--- src/include/serial_map.vh ---
// register map, field positions and timing constants of the serial ports
`ifndef SERIAL_MAP_VH
`define SERIAL_MAP_VH

// register offsets inside an eight-location port window
`define WINDOW_BITS 3
`define OFS_DATA 3'h0
`define OFS_IER 3'h1
`define OFS_IIR 3'h2
`define OFS_LCR 3'h3
`define OFS_MCR 3'h4
`define OFS_LSR 3'h5
`define OFS_MSR 3'h6
`define OFS_SCR 3'h7

// character_format fields
`define LCR_STOP 2
`define LCR_PEN 3
`define LCR_EVEN 4
`define LCR_BREAK 6
`define LCR_DIV_SEL 7

// line_output_control fields
`define MCR_RTS 1
`define MCR_GATE 3

// interrupt enable field
`define IER_RX 0

// interrupt_source values
`define IIR_RX 8'h04
`define IIR_NONE 8'h01

// reset values
`define RST_BYTE 8'h00
`define RST_DIV 16'h000C
`define RST_DIV_LO 8'h0C
`define RST_DIV_HI 8'h00

// clocks
`define SYS_HZ 40000000
`define SLOW_REF_HZ 1843200
`define FAST_REF_HZ 7372800
`define NCO_BITS 24
`define SAMPLE_PHASE 4'h7
`define LAST_PHASE 4'hF

`endif

--- src/core/dual_serial_port_uart.v ---
// two-port uart behind a host i/o window, with line driver control
`timescale 1ns/1ps
`include "serial_map.vh"

module uart_channel #(
  parameter GATE_LEVEL = 1'b1
) (
  // clock and reset
  input wire clk,
  input wire rst_n,
  input wire ref_tick,
  // register access
  input wire sel,
  input wire rd,
  input wire wr,
  input wire [2:0] offs,
  input wire [7:0] wdata,
  output reg [7:0] rdata,
  // jumper
  input wire auto_mode,
  // line side
  input wire rx_pin,
  output reg tx_pin,
  output wire rts,
  output reg drv_en,
  output reg irq
);

  // mask of valid data bits for a given length code
  function [7:0] len_mask;
    input [1:0] w;
    begin
      len_mask = 8'hFF >> (2'h3 - w);
    end
  endfunction

  // frame length in bits: start, data, parity, stop
  function [3:0] frame_bits;
    input [7:0] lcr;
    input two_stop;
    begin
      frame_bits = 4'h7 + {2'h0, lcr[1:0]} + {3'h0, lcr[`LCR_PEN]}
        + {3'h0, two_stop};
    end
  endfunction

  // whole frame, lsb first, padded with stop level
  function [11:0] tx_frame;
    input [7:0] d;
    input [7:0] lcr;
    integer i;
    reg [3:0] n;
    begin
      n = 4'h5 + {2'h0, lcr[1:0]};
      tx_frame = 12'hFFF;
      tx_frame[0] = 1'b0;
      for (i = 0; i < 8; i = i + 1)
        if (i < n)
          tx_frame[i + 1] = d[i];
      if (lcr[`LCR_PEN])
        tx_frame[n + 4'h1] = ^(d & len_mask(lcr[1:0])) ^ ~lcr[`LCR_EVEN];
    end
  endfunction

  reg [7:0] dll_reg;
  reg [7:0] dlm_reg;
  reg [7:0] lcr_reg;
  reg [7:0] scr_reg;
  reg [3:0] ier_reg;
  reg [4:0] mcr_reg;
  wire divisor_latch_select;
  wire wr_hit;
  wire rd_hit;
  wire rd_data;
  wire rd_lsr;
  wire [3:0] data_len;

  assign divisor_latch_select = lcr_reg[`LCR_DIV_SEL];
  assign wr_hit = sel & wr;
  assign rd_hit = sel & rd;
  assign rd_data = rd_hit & ~divisor_latch_select
    & (offs == `OFS_DATA);
  assign rd_lsr = rd_hit & (offs == `OFS_LSR);
  assign data_len = 4'h5 + {2'h0, lcr_reg[1:0]};

  // register writes
  always @(posedge clk or negedge rst_n)
  begin
    if (!rst_n)
    begin
      dll_reg <= `RST_DIV_LO;
      dlm_reg <= `RST_DIV_HI;
      lcr_reg <= `RST_BYTE;
      scr_reg <= `RST_BYTE;
      ier_reg <= 4'h0;
      mcr_reg <= 5'h00;
    end
    else if (wr_hit)
    begin
      case (offs)
        `OFS_DATA:
          if (divisor_latch_select)
            dll_reg <= wdata;
        `OFS_IER:
          if (divisor_latch_select)
            dlm_reg <= wdata;
          else
            ier_reg <= wdata[3:0];
        `OFS_LCR: lcr_reg <= wdata;
        `OFS_MCR: mcr_reg <= wdata[4:0];
        `OFS_SCR: scr_reg <= wdata;
        default: scr_reg <= scr_reg;
      endcase
    end
  end

  // baud divider: one tick per sixteenth of a bit
  reg [15:0] div_cnt_reg;
  reg tick_reg;

  always @(posedge clk or negedge rst_n)
  begin
    if (!rst_n)
    begin
      div_cnt_reg <= 16'h0001;
      tick_reg <= 1'b0;
    end
    else if (ref_tick)
    begin
      if (div_cnt_reg <= 16'h0001)
      begin
        div_cnt_reg <= {dlm_reg, dll_reg};
        tick_reg <= 1'b1;
      end
      else
      begin
        div_cnt_reg <= div_cnt_reg - 16'h0001;
        tick_reg <= 1'b0;
      end
    end
    else
      tick_reg <= 1'b0;
  end

  // two-entry transmit buffer; a full buffer refuses further writes
  reg [7:0] buf_mem [0:1];
  reg wp_reg;
  reg rp_reg;
  reg [1:0] cnt_reg;
  reg [11:0] tx_sh_reg;
  reg [3:0] tx_left_reg;
  reg [3:0] tx_ph_reg;
  wire fill_valid;
  wire fill_ready;
  wire drain_valid;
  wire drain_ready;
  wire push;
  wire pop;

  assign fill_valid = wr_hit & ~divisor_latch_select
    & (offs == `OFS_DATA);
  assign fill_ready = (cnt_reg != 2'h2);
  assign drain_valid = (cnt_reg != 2'h0);
  // shifter waits while the divisor is selected
  assign drain_ready = (tx_left_reg == 4'h0) & ~divisor_latch_select;
  assign push = fill_valid & fill_ready;
  assign pop = drain_valid & drain_ready;

  always @(posedge clk)
  begin
    if (push)
      buf_mem[wp_reg] <= wdata;
  end

  always @(posedge clk or negedge rst_n)
  begin
    if (!rst_n)
    begin
      wp_reg <= 1'b0;
      rp_reg <= 1'b0;
      cnt_reg <= 2'h0;
    end
    else
    begin
      if (push)
        wp_reg <= ~wp_reg;
      if (pop)
        rp_reg <= ~rp_reg;
      if (push & ~pop)
        cnt_reg <= cnt_reg + 2'h1;
      else if (pop & ~push)
        cnt_reg <= cnt_reg - 2'h1;
    end
  end

  // transmit shifter
  always @(posedge clk or negedge rst_n)
  begin
    if (!rst_n)
    begin
      tx_sh_reg <= 12'hFFF;
      tx_left_reg <= 4'h0;
      tx_ph_reg <= 4'h0;
    end
    else if (pop)
    begin
      tx_sh_reg <= tx_frame(buf_mem[rp_reg], lcr_reg);
      tx_left_reg <= frame_bits(lcr_reg, lcr_reg[`LCR_STOP]);
      tx_ph_reg <= 4'h0;
    end
    else if (tick_reg && tx_left_reg != 4'h0)
    begin
      tx_ph_reg <= tx_ph_reg + 4'h1;
      if (tx_ph_reg == `LAST_PHASE)
      begin
        tx_sh_reg <= {1'b1, tx_sh_reg[11:1]};
        tx_left_reg <= tx_left_reg - 4'h1;
      end
    end
  end

  // jumper is a pin; two flops before the driver logic reads it
  reg [1:0] auto_sync_reg;

  always @(posedge clk or negedge rst_n)
  begin
    if (!rst_n)
      auto_sync_reg <= 2'h0;
    else
      auto_sync_reg <= {auto_sync_reg[0], auto_mode};
  end

  // break holds the line low whatever the shifter does
  always @(posedge clk or negedge rst_n)
  begin
    if (!rst_n)
    begin
      tx_pin <= 1'b1;
      drv_en <= 1'b0;
    end
    else
    begin
      tx_pin <= ~lcr_reg[`LCR_BREAK]
        & ((tx_left_reg == 4'h0) | tx_sh_reg[0]);
      if (auto_sync_reg[1])
        drv_en <= drain_valid | (tx_left_reg != 4'h0);
      else
        drv_en <= mcr_reg[`MCR_RTS];
    end
  end

  // local pin only; never sent on the line, clear-to-send not sampled
  assign rts = mcr_reg[`MCR_RTS];

  // receiver
  reg [1:0] rx_sync_reg;
  reg rx_busy_reg;
  reg [3:0] rx_ph_reg;
  reg [3:0] rx_idx_reg;
  reg [11:0] rx_sh_reg;
  reg [7:0] rbr_reg;
  reg dr_reg;
  reg oe_reg;
  reg pe_reg;
  reg fe_reg;
  wire rx_line;
  wire rx_sample;
  wire rx_done;
  wire [7:0] rx_data;
  wire rx_perr;

  assign rx_line = rx_sync_reg[1];
  assign rx_sample = tick_reg & rx_busy_reg & (rx_ph_reg == `SAMPLE_PHASE);
  assign rx_done = rx_sample & (rx_idx_reg != 4'h0)
    & (rx_idx_reg == frame_bits(lcr_reg, 1'b0) - 4'h1);
  assign rx_data = rx_sh_reg[8:1] & len_mask(lcr_reg[1:0]);
  assign rx_perr = lcr_reg[`LCR_PEN]
    & (^rx_data ^ rx_sh_reg[data_len + 4'h1] ^ ~lcr_reg[`LCR_EVEN]);

  always @(posedge clk or negedge rst_n)
  begin
    if (!rst_n)
      rx_sync_reg <= 2'h3;
    else
      rx_sync_reg <= {rx_sync_reg[0], rx_pin};
  end

  always @(posedge clk or negedge rst_n)
  begin
    if (!rst_n)
    begin
      rx_busy_reg <= 1'b0;
      rx_ph_reg <= 4'h0;
      rx_idx_reg <= 4'h0;
      rx_sh_reg <= 12'hFFF;
    end
    else if (!rx_busy_reg)
    begin
      if (tick_reg & ~rx_line & ~divisor_latch_select)
      begin
        rx_busy_reg <= 1'b1;
        rx_ph_reg <= 4'h0;
        rx_idx_reg <= 4'h0;
      end
    end
    else if (tick_reg)
    begin
      rx_ph_reg <= rx_ph_reg + 4'h1;
      if (rx_sample)
      begin
        rx_sh_reg[rx_idx_reg] <= rx_line;
        rx_idx_reg <= rx_idx_reg + 4'h1;
        // a start bit gone high again is a glitch, not a character
        if ((rx_idx_reg == 4'h0 && rx_line) || rx_done)
          rx_busy_reg <= 1'b0;
      end
    end
  end

  // status flags: a new character wins over a clearing read
  always @(posedge clk or negedge rst_n)
  begin
    if (!rst_n)
    begin
      rbr_reg <= `RST_BYTE;
      dr_reg <= 1'b0;
      oe_reg <= 1'b0;
      pe_reg <= 1'b0;
      fe_reg <= 1'b0;
    end
    else
    begin
      if (rx_done)
        rbr_reg <= rx_data;
      if (rx_done)
        dr_reg <= 1'b1;
      else if (rd_data)
        dr_reg <= 1'b0;
      if (rx_done & dr_reg & ~rd_data)
        oe_reg <= 1'b1;
      else if (rd_lsr)
        oe_reg <= 1'b0;
      if (rx_done & rx_perr)
        pe_reg <= 1'b1;
      else if (rd_lsr)
        pe_reg <= 1'b0;
      if (rx_done & ~rx_line)
        fe_reg <= 1'b1;
      else if (rd_lsr)
        fe_reg <= 1'b0;
    end
  end

  // interrupt: bit 2 of line_output_control is left without effect
  wire rx_pending;
  assign rx_pending = dr_reg & ier_reg[`IER_RX];

  always @(posedge clk or negedge rst_n)
  begin
    if (!rst_n)
      irq <= 1'b0;
    else
      irq <= rx_pending & (mcr_reg[`MCR_GATE] == GATE_LEVEL);
  end

  // read mux
  always @*
  begin
    case (offs)
      `OFS_DATA: rdata = divisor_latch_select ? dll_reg : rbr_reg;
      `OFS_IER: rdata = divisor_latch_select ? dlm_reg
        : {4'h0, ier_reg};
      `OFS_IIR: rdata = rx_pending ? `IIR_RX : `IIR_NONE;
      `OFS_LCR: rdata = lcr_reg;
      `OFS_MCR: rdata = {3'h0, mcr_reg};
      `OFS_LSR: rdata = {1'b0, (cnt_reg == 2'h0) & (tx_left_reg == 4'h0),
        fill_ready, 1'b0, fe_reg, pe_reg, oe_reg, dr_reg};
      `OFS_SCR: rdata = scr_reg;
      default: rdata = 8'h00;
    endcase
  end

endmodule

module dual_serial_port_uart #(
  parameter [15:0] VENDOR_ID = 16'h1234, // arbitrary value
  parameter [15:0] DEVICE_ID = 16'h5678, // arbitrary value
  parameter GATE_LEVEL = 1'b1
) (
  // clock and reset
  input wire clk,
  input wire rst_n,
  // host i/o port
  input wire [15:0] io_addr,
  input wire io_rd,
  input wire io_wr,
  input wire [7:0] io_wdata,
  output reg [7:0] io_rdata,
  // configuration space
  input wire [15:0] first_serial_port_base,
  input wire [15:0] second_serial_port_base,
  output wire [15:0] vendor_id,
  output wire [15:0] device_id,
  // jumpers
  input wire fast_clock_select,
  input wire first_auto_mode,
  input wire second_auto_mode,
  // first serial port
  input wire first_rx,
  output wire first_tx,
  output wire first_rts,
  output wire first_drv_en,
  output wire first_irq,
  // second serial port
  input wire second_rx,
  output wire second_tx,
  output wire second_rts,
  output wire second_drv_en,
  output wire second_irq
);

  localparam [63:0] NCO_ONE = 64'h0000_0000_0000_0001 << `NCO_BITS;
  localparam [63:0] INC_SLOW = (`SLOW_REF_HZ * NCO_ONE) / `SYS_HZ;
  localparam [63:0] INC_FAST = (`FAST_REF_HZ * NCO_ONE) / `SYS_HZ;

  assign vendor_id = VENDOR_ID;
  assign device_id = DEVICE_ID;

  // jumper may move at any time; synchronise before use
  reg [1:0] fast_sync_reg;
  reg [24:0] nco_reg;
  wire [23:0] nco_inc;

  always @(posedge clk or negedge rst_n)
  begin
    if (!rst_n)
      fast_sync_reg <= 2'h0;
    else
      fast_sync_reg <= {fast_sync_reg[0], fast_clock_select};
  end

  // reference clock as a fractional enable: jitter of one system period
  assign nco_inc = fast_sync_reg[1] ? INC_FAST[23:0] : INC_SLOW[23:0];

  always @(posedge clk or negedge rst_n)
  begin
    if (!rst_n)
      nco_reg <= 25'h000_0000;
    else
      nco_reg <= {1'b0, nco_reg[23:0]} + {1'b0, nco_inc};
  end

  // window decode; the first port wins if both bases overlap
  wire first_hit;
  wire second_hit;
  wire [7:0] first_rdata;
  wire [7:0] second_rdata;

  assign first_hit = io_addr[15:`WINDOW_BITS]
    == first_serial_port_base[15:`WINDOW_BITS];
  assign second_hit = ~first_hit & (io_addr[15:`WINDOW_BITS]
    == second_serial_port_base[15:`WINDOW_BITS]);

  always @(posedge clk or negedge rst_n)
  begin
    if (!rst_n)
      io_rdata <= 8'h00;
    else if (io_rd)
      io_rdata <= first_hit ? first_rdata
        : (second_hit ? second_rdata : 8'hFF);
  end

  uart_channel #(.GATE_LEVEL(GATE_LEVEL)) first_port (
    .clk(clk),
    .rst_n(rst_n),
    .ref_tick(nco_reg[24]),
    .sel(first_hit),
    .rd(io_rd),
    .wr(io_wr),
    .offs(io_addr[2:0]),
    .wdata(io_wdata),
    .rdata(first_rdata),
    .auto_mode(first_auto_mode),
    .rx_pin(first_rx),
    .tx_pin(first_tx),
    .rts(first_rts),
    .drv_en(first_drv_en),
    .irq(first_irq)
  );

  uart_channel #(.GATE_LEVEL(GATE_LEVEL)) second_port (
    .clk(clk),
    .rst_n(rst_n),
    .ref_tick(nco_reg[24]),
    .sel(second_hit),
    .rd(io_rd),
    .wr(io_wr),
    .offs(io_addr[2:0]),
    .wdata(io_wdata),
    .rdata(second_rdata),
    .auto_mode(second_auto_mode),
    .rx_pin(second_rx),
    .tx_pin(second_tx),
    .rts(second_rts),
    .drv_en(second_drv_en),
    .irq(second_irq)
  );

endmodule

--- config.mk ---
export PLATFORM = sky130hd
export DESIGN_NAME = dual_serial_port_uart
export DESIGN_NICKNAME = d
export VERILOG_FILES = /design/src/core/dual_serial_port_uart.v
export VERILOG_INCLUDE_DIRS = /design/src /design/src/include
export SDC_FILE = /design/constraint.sdc
export NUM_CORES = 1
export LEC_CHECK = 0
export BUFFER_PORTS_ARGS = -buffer_cell sky130_fd_sc_hd__buf_2
export CAP_MARGIN = 5
export CORE_MARGIN = 2
export CORE_UTILIZATION = 35
export CTS_CLUSTER_DIAMETER = 150
export DETAILED_ROUTE_END_ITERATION = 8
export GPL_TIMING_DRIVEN = 0
export SYNTH_ARGS = -nofsm -noshare
export SYNTH_HDL_FRONTEND = slang
export SYNTH_SLANG_ARGS = --single-unit
--- constraint.sdc ---
create_clock -name clk -period 2.85 [get_ports clk]
set_clock_uncertainty 0.2 [all_clocks]
set_input_delay 0.57 -clock clk [delete_from_list [all_inputs] [get_ports clk]]
set_output_delay 0.57 -clock clk [all_outputs]
set_load 0.05 [all_outputs]
==> results of run 1 <==
==> stage by stage <==
step / area (µm²) / power [mW] / cells
finish: 19710 / 12.66 / 2361
global route: 19710 / 13.32 / 2361
CTS: 19520 / 12.71 / 2350
detailed placement: 18030 / 7.759 / 2268
global placement: 17960 / 7.668 / 2266
floorplan: 16840 / 7.072 / 1580
==> per-layer routing <==
| metal | share of wire (%) | vias up |
|---|---|---|
| li1 | - | 5851 |
| met1 | 46 | 6085 |
| met2 | 45 | 455 |
| met3 | 5.9 | 74 |
| met4 | 2.5 | 2 |
| met5 | 0.030 | - |
==> power groups by stage <==
stage | Sequential [mW] | Combinational, mW | Clock (mW)
floorplan | 5.32 | 1.75 | 0
global placement | 5.38 | 2.29 | 0
CTS | 5.31 | 2.46 | 4.94
finish | 5.33 | 2.51 | 4.83
detailed placement | 5.40 | 2.36 | 0
global route | 5.39 | 2.80 | 5.13
==> repair_timing <==
item,CTS,global route
hold endpoints to repair,86,0
cloned,0,0
hold buffers,6,0
pin swaps,5,4
gates resized for setup,28,40
buffers inserted,11,15
setup endpoints to repair,155,105
==> worst max-delay path by stage <==
stage / from / end / slack [ns]
2_1_floorplan: fast_sync_reg[1] / nco_reg[22] / 0.04
3_3_place_gp: rst_n / first_port.tx_ph_reg[3] / -4.25
3_5_place_dp: io_addr[5] / second_port.buf_mem[0][3] / -1.16
4_1_cts: second_port.div_cnt_reg[10] / second_port.div_cnt_reg[7] / 0.002
5_1_grt: fast_sync_reg[1] / nco_reg[22] / -0.01
6_report: second_port.div_cnt_reg[10] / second_port.div_cnt_reg[3] / 0.06
==> area by class of cell <==
class	instances	share of cell area, %
plain buffers	96	2.648
clock buffers	50	5.302
clock inverters	16	1.010
inverters	58	1.143
multi-input cells	1111	41.97
flip-flops and latches	310	40.59
well taps	615	3.905
repair buffers	105	3.429
==> cells in the final DEF, fill, tap and decap left out, types with 9 or more instances in the layout <==
cell                        netlist  layout
sky130_fd_sc_hd__o21ai_0         88      83
sky130_fd_sc_hd__nor3_1          34      28
sky130_fd_sc_hd__ha_1            60      60
sky130_fd_sc_hd__edfxtp_1        32      32
sky130_fd_sc_hd__nand4_1         20      20
sky130_fd_sc_hd__mux2i_1         37      37
sky130_fd_sc_hd__and3_1          10      10
sky130_fd_sc_hd__nor2_1          76      75
sky130_fd_sc_hd__clkbuf_16        0      37
sky130_fd_sc_hd__buf_2            5      72
sky130_fd_sc_hd__nor2b_1         15      13
sky130_fd_sc_hd__mux2_2         138     138
sky130_fd_sc_hd__dfrtp_1        218     213
sky130_fd_sc_hd__nand3_1         36      35
sky130_fd_sc_hd__a22o_1          21      21
sky130_fd_sc_hd__dfstp_2         60      60
sky130_fd_sc_hd__buf_4           32      59
sky130_fd_sc_hd__conb_1           2      32
sky130_fd_sc_hd__xnor2_1         66      66
sky130_fd_sc_hd__inv_1           57      54
sky130_fd_sc_hd__or3_1           10      10
sky130_fd_sc_hd__a22oi_1         11      11
sky130_fd_sc_hd__xor2_1          45      45
sky130_fd_sc_hd__a221oi_1         9       9
sky130_fd_sc_hd__clkbuf_1        59      52
sky130_fd_sc_hd__a31oi_1         19      19
sky130_fd_sc_hd__nand2_1        153     153
sky130_fd_sc_hd__a21oi_1         65      64
==> cell usage after synthesis (all sizes together), types with 4 or more instances <==
library cell and number:
nor3 34, a32o 8, xnor3 4, and2 10, nand2b 7, mux4 8
a31oi 19, nor4 11, xnor2 66, o2bb2ai 5, clkbuf 59, nor2 76
dfrtp 218, a21oi 66, a2111oi 5, ha 60, a22o 21, and4 4
nand3 36, nand3b 5, dfstp 60, a41oi 6, inv 57, edfxtp 32
nor3b 6, o211ai 8, buf 42, or3b 4, xor2 45, o21bai 4
o22ai 7, a221oi 9, nand4 20, a22oi 11, and3 10, o21ai 89
mux2 138, or3 10, or4 5, nand2 153, a32oi 8, mux2i 37
a21o 8, nor2b 15
==> cell families (layout without fill, tap and decap cells) <==
| family | Yosys count | after routing | synth area share, % |
|---|---|---|---|
| DFF | 310 | 310 | 47.81 |
| other | 2 | 32 | 0.04492 |
| and+or+nand+nor | 410 | 410 | 11.79 |
| xor gates and xnor gates | 115 | 115 | 6.354 |
| buffers and inverters | 159 | 325 | 4.415 |
| muxes | 183 | 183 | 12.59 |
| AOI/OAI and AO/OA | 308 | 308 | 12.15 |
| adders and majority gates | 63 | 63 | 4.850 |
==> critical path: stages, from the launching register on <==
cell and delay, ns:
sky130_fd_sc_hd__dfrtp_1 0.38, sky130_fd_sc_hd__or4_4 0.55, sky130_fd_sc_hd__or4_4 0.51, sky130_fd_sc_hd__or4_4 0.55
sky130_fd_sc_hd__buf_6 0.17, sky130_fd_sc_hd__o21ai_0 0.17, sky130_fd_sc_hd__a22oi_1 0.11
==> implementation parameters, run 1 <==
Parameter                              Value

Status
  Result of the run    finished, final reports clean

Setup path
  Worst reg2reg path endpoint    second_port.div_cnt_reg[3]
  Startpoint of the most critical register-to-register path    second_port.div_cnt_reg[10]
  Required time worst endpoint    3.02 ns
  Reg-to-reg setup timing slack    0.06 ns
  Worst-path maximum fanout    10
  CP Data Arrival Time    2.96 ns
  Type of element capturing the critical path    flip-flop
  CP Class    flip-flop to flip-flop
  Crit path launch type    flip-flop
  Worst Reg-to-Reg Cells    6

Drt
  DRC errors left    0
  Drt first-iter violations    1038
  Number of vias in the routed layout    12.47k
  Wire length per cell after detailed routing    18.24 µm
  Avg Vias per Cell    5.280
  DRT antenna net count    0
  Post-Route WL    43070 µm
  First-pass iteration count of the detailed router    7

Clocking
  Clock sinks    310
  Number of clock buffers inserted by TritonCTS    36
  Deepest level of the CTS H-tree    2
  Maximum buffer depth of the clock tree    3
  Source-to-sink clock delay at the later pin of the worst-skew pair    0.53 ns
  CTS root buf    sky130_fd_sc_hd__clkbuf_16
  Clock input transition at the sequential cells of the worst setup and hold paths    0.06 ns
  Clock tree from TritonCTS    built

Logic synthesis
  Post-synth EDFFs    32
  Portion of synthesized cell area occupied by the leading cell type    32.63%
  Most used flip-flop cell after synthesis    sky130_fd_sc_hd__dfrtp_1
  Cells taking the most area after synthesis    sky130_fd_sc_hd__dfrtp_1 33%, sky130_fd_sc_hd__dfstp_2 9.4%, sky130_fd_sc_hd__mux2_2 9.3%
  Proportion of register bits with asynchronous set or reset after synthesis    89.68%
  Yosys cell types    76
  Library cell occupying the most area in the post-synthesis netlist    sky130_fd_sc_hd__dfrtp_1
  Flops & latches, synth    310
  Synthesized netlist cell count    1550
  Proportion of synthesized chip area in sequential cells    47.81%
  Synth Area per Inst    10.79 µm²
  YS warnings    0
  Netlist area before placement    16720 µm²

STA
  Portion of the clock cycle consumed by the worst path in the final layout    97.93%
  Slew of the pin with the lowest slew margin    1.023 ns
  Post-route worst setup slack    0.05893 ns
  Min cycle time layout    2.791 ns
  Worst Hold Slack    0.07574 ns
  Count of endpoints failing hold in the final timing report    0
  Highest achievable clock rate    358.3 MHz
  Accumulated negative setup slack    0 ns
  Max Slew Vio Count    0
  Max_slew headroom    31.18%
  Setup repair after global routing missed its margin    true
  Number of setup violations in the final report    0

Cells and area
  Utilization after layout    41.53%
  Layout Area Growth over Synthesis    17.87%
  Seq. cell area    7999 µm²
  Area occupied by multi-input gates    8272 µm²
  Diode count    0
  Net count, final    1846
  Largest register FFs    24
  Ratio of cells with drive above 1 in the final layout    26.46%
  Fill count    4548

Worst hold path
  Hold Path End    second_port.buf_mem[0][4]
  Worst min-delay path startpoint    io_wdata[4]
  Worst hold stages    1
  Class of the worst hold path    input port to flip-flop

Power
  Sequential share of power    42.1%
  Sw Pwr    3.802 mW
  Switching part of the total    30.02%
  Peak supply drop    0.4932 mV
  Leakage    8.611 nW
  Clk network pwr share    38.1%
  Proportion of power drawn by combinational gates    19.8%
  Internal power contribution    8.862 mW
  Pwr dens    642.6 nW/µm²

Job
  Max cap viols    0

Global routing
  Number of global-route vias before repair    12.37k
  Global-route congestion overflow total    0
  Global-route met3 utilization    3.280%
  All-Layer GR Usage    17.42%
  Wire length of the first global-routing pass    69140 µm
  Antenna violations before repair    1
  Met1 track demand over resource in global routing    24.02%
  Most Used Layer, Global Route    met2
  Pin count of the biggest net entering global routing    106
  Met2 usage in global routing    27.83%

Place
  Worst slack after detailed placement    -1.158 ns
  Number of port buffers    71
  Detailed placer's ending HPWL    30670 µm
  Final RePlAce weighted congestion    0.9214

Floorplanning
  Effective utilization at floorplan    35.24%
  Die H    222.6 µm
  Area of the die    49530 µm²
  Number of I/O pins    113
  Area of the core region    47450 µm²
  Std-Cell Rows    80
  Chip Width    222.6 µm
Note: power is estimated with default switching activity, not from simulation.
==> inputs of run 2 (changes only) <==
--- a/config.mk
+++ b/config.mk
@@ -10,6 +10,7 @@
 export CAP_MARGIN = 5
 export CORE_MARGIN = 2
 export CORE_UTILIZATION = 35
+export CTS_BUF_LIST = sky130_fd_sc_hd__clkbuf_2
 export CTS_CLUSTER_DIAMETER = 150
 export DETAILED_ROUTE_END_ITERATION = 8
 export GPL_TIMING_DRIVEN = 0
==> run 2 against run 1 <==
Against the previous run:
- utilization down 0.84 points
- maximum frequency up 0.18%
- critical path type unchanged
- total power down 13%
- final cell count up 4.0%
- clock power down 36%
- wire length up 1.3%
- global-route usage up 0.33 points
- worst hold slack better by 0.0035 ns
- sequential share of layout area up 0.84 points
- largest cell class unchanged
- flip-flop and latch count unchanged
- non-clock buffer count up 6
==> implementation parameters, run 2 (synthesis results as in run 1) <==
Parameter                              Value

Status
  Result of the run    finished, final reports clean

STA
  Max_slew headroom    27.90%
  Count of endpoints failing hold in the final timing report    0
  Max Slew Vio Count    0
  Min cycle time layout    2.786 ns
  Post-route worst setup slack    0.06399 ns
  Highest achievable clock rate    358.9 MHz
  Slew of the pin with the lowest slew margin    1.073 ns
  Setup repair after global routing missed its margin    true
  Portion of the clock cycle consumed by the worst path in the final layout    97.75%
  Worst Hold Slack    0.07921 ns
  Number of setup violations in the final report    0

Power
  Sw Pwr    3.842 mW
  Peak supply drop    0.4917 mV
  Proportion of power drawn by combinational gates    23.1%
  Clk network pwr share    28.3%
  Switching part of the total    35.07%
  Sequential share of power    48.6%
  Internal power contribution    7.114 mW
  Leakage    8.590 nW
  Pwr dens    567.4 nW/µm²

Floorplanning
  Die H    222.6 µm
  Chip Width    222.6 µm
  Std-Cell Rows    80
  Number of I/O pins    113
  Area of the core region    47450 µm²
  Effective utilization at floorplan    35.24%
  Area of the die    49530 µm²

Setup path
  CP Class    flip-flop to flip-flop
  Startpoint of the most critical register-to-register path    second_port.div_cnt_reg[10]
  Reg-to-reg setup timing slack    0.06 ns
  Worst reg2reg path endpoint    second_port.div_cnt_reg[12]
  Cell-by-cell listing of the critical path    or4_4 > or4_4 > or4_4 > buf_4 > nand2_1 > a2bb2oi_2 > o21ai_0
  Type of element capturing the critical path    flip-flop
  Buffer and inverter count on the worst path    1
  Cell seen most often among critical-path stages    sky130_fd_sc_hd__or4_4
  Worst-path maximum fanout    7
  Crit path launch type    flip-flop
  Peak per-stage delay on the critical path    0.60 ns
  Slowest stage cell on the critical path    sky130_fd_sc_hd__or4_4
  Kind of cell adding the most delay to the critical path    simple AND/OR/NAND/NOR gates
  Required time worst endpoint    3.42 ns
  CP Data Arrival Time    3.35 ns
  Worst Reg-to-Reg Cells    7

Place
  Worst slack after detailed placement    -1.158 ns
  Detailed placer's ending HPWL    30670 µm
  Number of port buffers    71
  Final RePlAce weighted congestion    0.9214

Global routing
  Number of global-route vias before repair    12.82k
  All-Layer GR Usage    17.75%
  Antenna violations before repair    1
  Global-route congestion overflow total    0
  Wire length of the first global-routing pass    70110 µm
  Pin count of the biggest net entering global routing    106

Drt
  Avg Vias per Cell    5.182
  DRT antenna net count    0
  Drt first-iter violations    891
  Wire length per cell after detailed routing    17.76 µm
  Post-Route WL    43620 µm
  DRC errors left    0
  Number of vias in the routed layout    12.73k
  First-pass iteration count of the detailed router    5

Cells and area
  Seq. cell area    7999 µm²
  Layout Area Growth over Synthesis    15.48%
  Area occupied by multi-input gates    8258 µm²
  Most common cell after layout, fill and taps aside    sky130_fd_sc_hd__dfrtp_1
  Ratio of cells with drive above 1 in the final layout    28.53%
  Most frequent cells in the layout    213 x sky130_fd_sc_hd__dfrtp_1, 153 x sky130_fd_sc_hd__nand2_1, 138 x sky130_fd_sc_hd__mux2_2, 130 x sky130_fd_sc_hd__clkbuf_2, 84 x sky130_fd_sc_hd__o21ai_0
  Largest register FFs    24
  Fill count    4658
  Net count, final    1900

Clocking
  Source-to-sink clock delay at the later pin of the worst-skew pair    0.96 ns
  Maximum buffer depth of the clock tree    3
  Clock sinks    310
  Number of clock buffers inserted by TritonCTS    84
  Clock tree from TritonCTS    built
  Deepest level of the CTS H-tree    3
  Clock input transition at the sequential cells of the worst setup and hold paths    0.10 ns
  CTS root buf    sky130_fd_sc_hd__clkbuf_2

Worst hold path
  Class of the worst hold path    input port to asynchronous set/reset pin

Job
  Max cap viols    0
[run 2: through the flow]
step                      setup TNS, ns  instance area [µm²]  cells  power [mW]  util [%]
after detailed placement         -99.39                18030   2268       7.759     38.01
after CTS                             0                19120   2449       11.02     40.29
final                                 0                19310   2456       10.96     40.69
after global routing           -0.06789                19310   2456       11.69     40.69
after global placement         -1203.29                17960   2266       7.668     37.86
after floorplan                       0                16840   1580       7.072         -
[run 2: worst max path at each step]
stage               slack, ns  depth (start not counted)                          end                   startpoint
floorplan                0.04                          8                  nco_reg[22]             fast_sync_reg[1]
finish                   0.06                          7  second_port.div_cnt_reg[12]  second_port.div_cnt_reg[10]
global route            -0.04                          7                  nco_reg[22]             fast_sync_reg[1]
global placement        -4.25                          1      first_port.tx_ph_reg[3]                        rst_n
CTS                     0.001                          6  second_port.div_cnt_reg[13]  second_port.div_cnt_reg[10]
detailed placement      -1.16                          8    second_port.buf_mem[0][3]                   io_addr[5]
[run 2: cell type report]
| class | count | share of cell area, % |
|---|---|---|
| tap | 615 | 3.985 |
| clock inverter | 27 | 0.5962 |
| inverter | 58 | 1.166 |
| antenna | 1 | 0.01296 |
| clock buffer | 127 | 3.292 |
| sequential | 310 | 41.43 |
| timing repair buffer | 112 | 4.057 |
| buffer | 95 | 2.689 |
| multi-input combinational | 1111 | 42.77 |
[run 2: repair_timing]
item	4_1_cts	5_1_grt
resized for setup	24	36
endpoints found under the hold margin	176	0
cloned	0	1
buffers inserted	9	8
endpoints found under the setup margin	98	67
hold buffers	21	0
pin swaps	5	5
[run 2: power by group through the flow]
| stage | Sequential [mW] | Combinational [mW] | Clock (mW) |
|---|---|---|---|
| 6_report | 5.32 | 2.53 | 3.10 |
| 5_1_grt | 5.39 | 2.82 | 3.48 |
| 2_1_floorplan | 5.32 | 1.75 | 0 |
| 3_3_place_gp | 5.38 | 2.29 | 0 |
| 4_1_cts | 5.31 | 2.46 | 3.25 |
| 3_5_place_dp | 5.40 | 2.36 | 0 |
[run 2: layer usage]
| metal | track usage, % | wire, µm | up-vias |
|---|---|---|---|
| met5 | 0 | 0 | - |
| met4 | 6.733 | 1084 | 0 |
| met3 | 3.822 | 2817 | 79 |
| met2 | 28.07 | 19880 | 443 |
| met1 | 23.85 | 19850 | 6198 |
| li1 | - | - | 6008 |
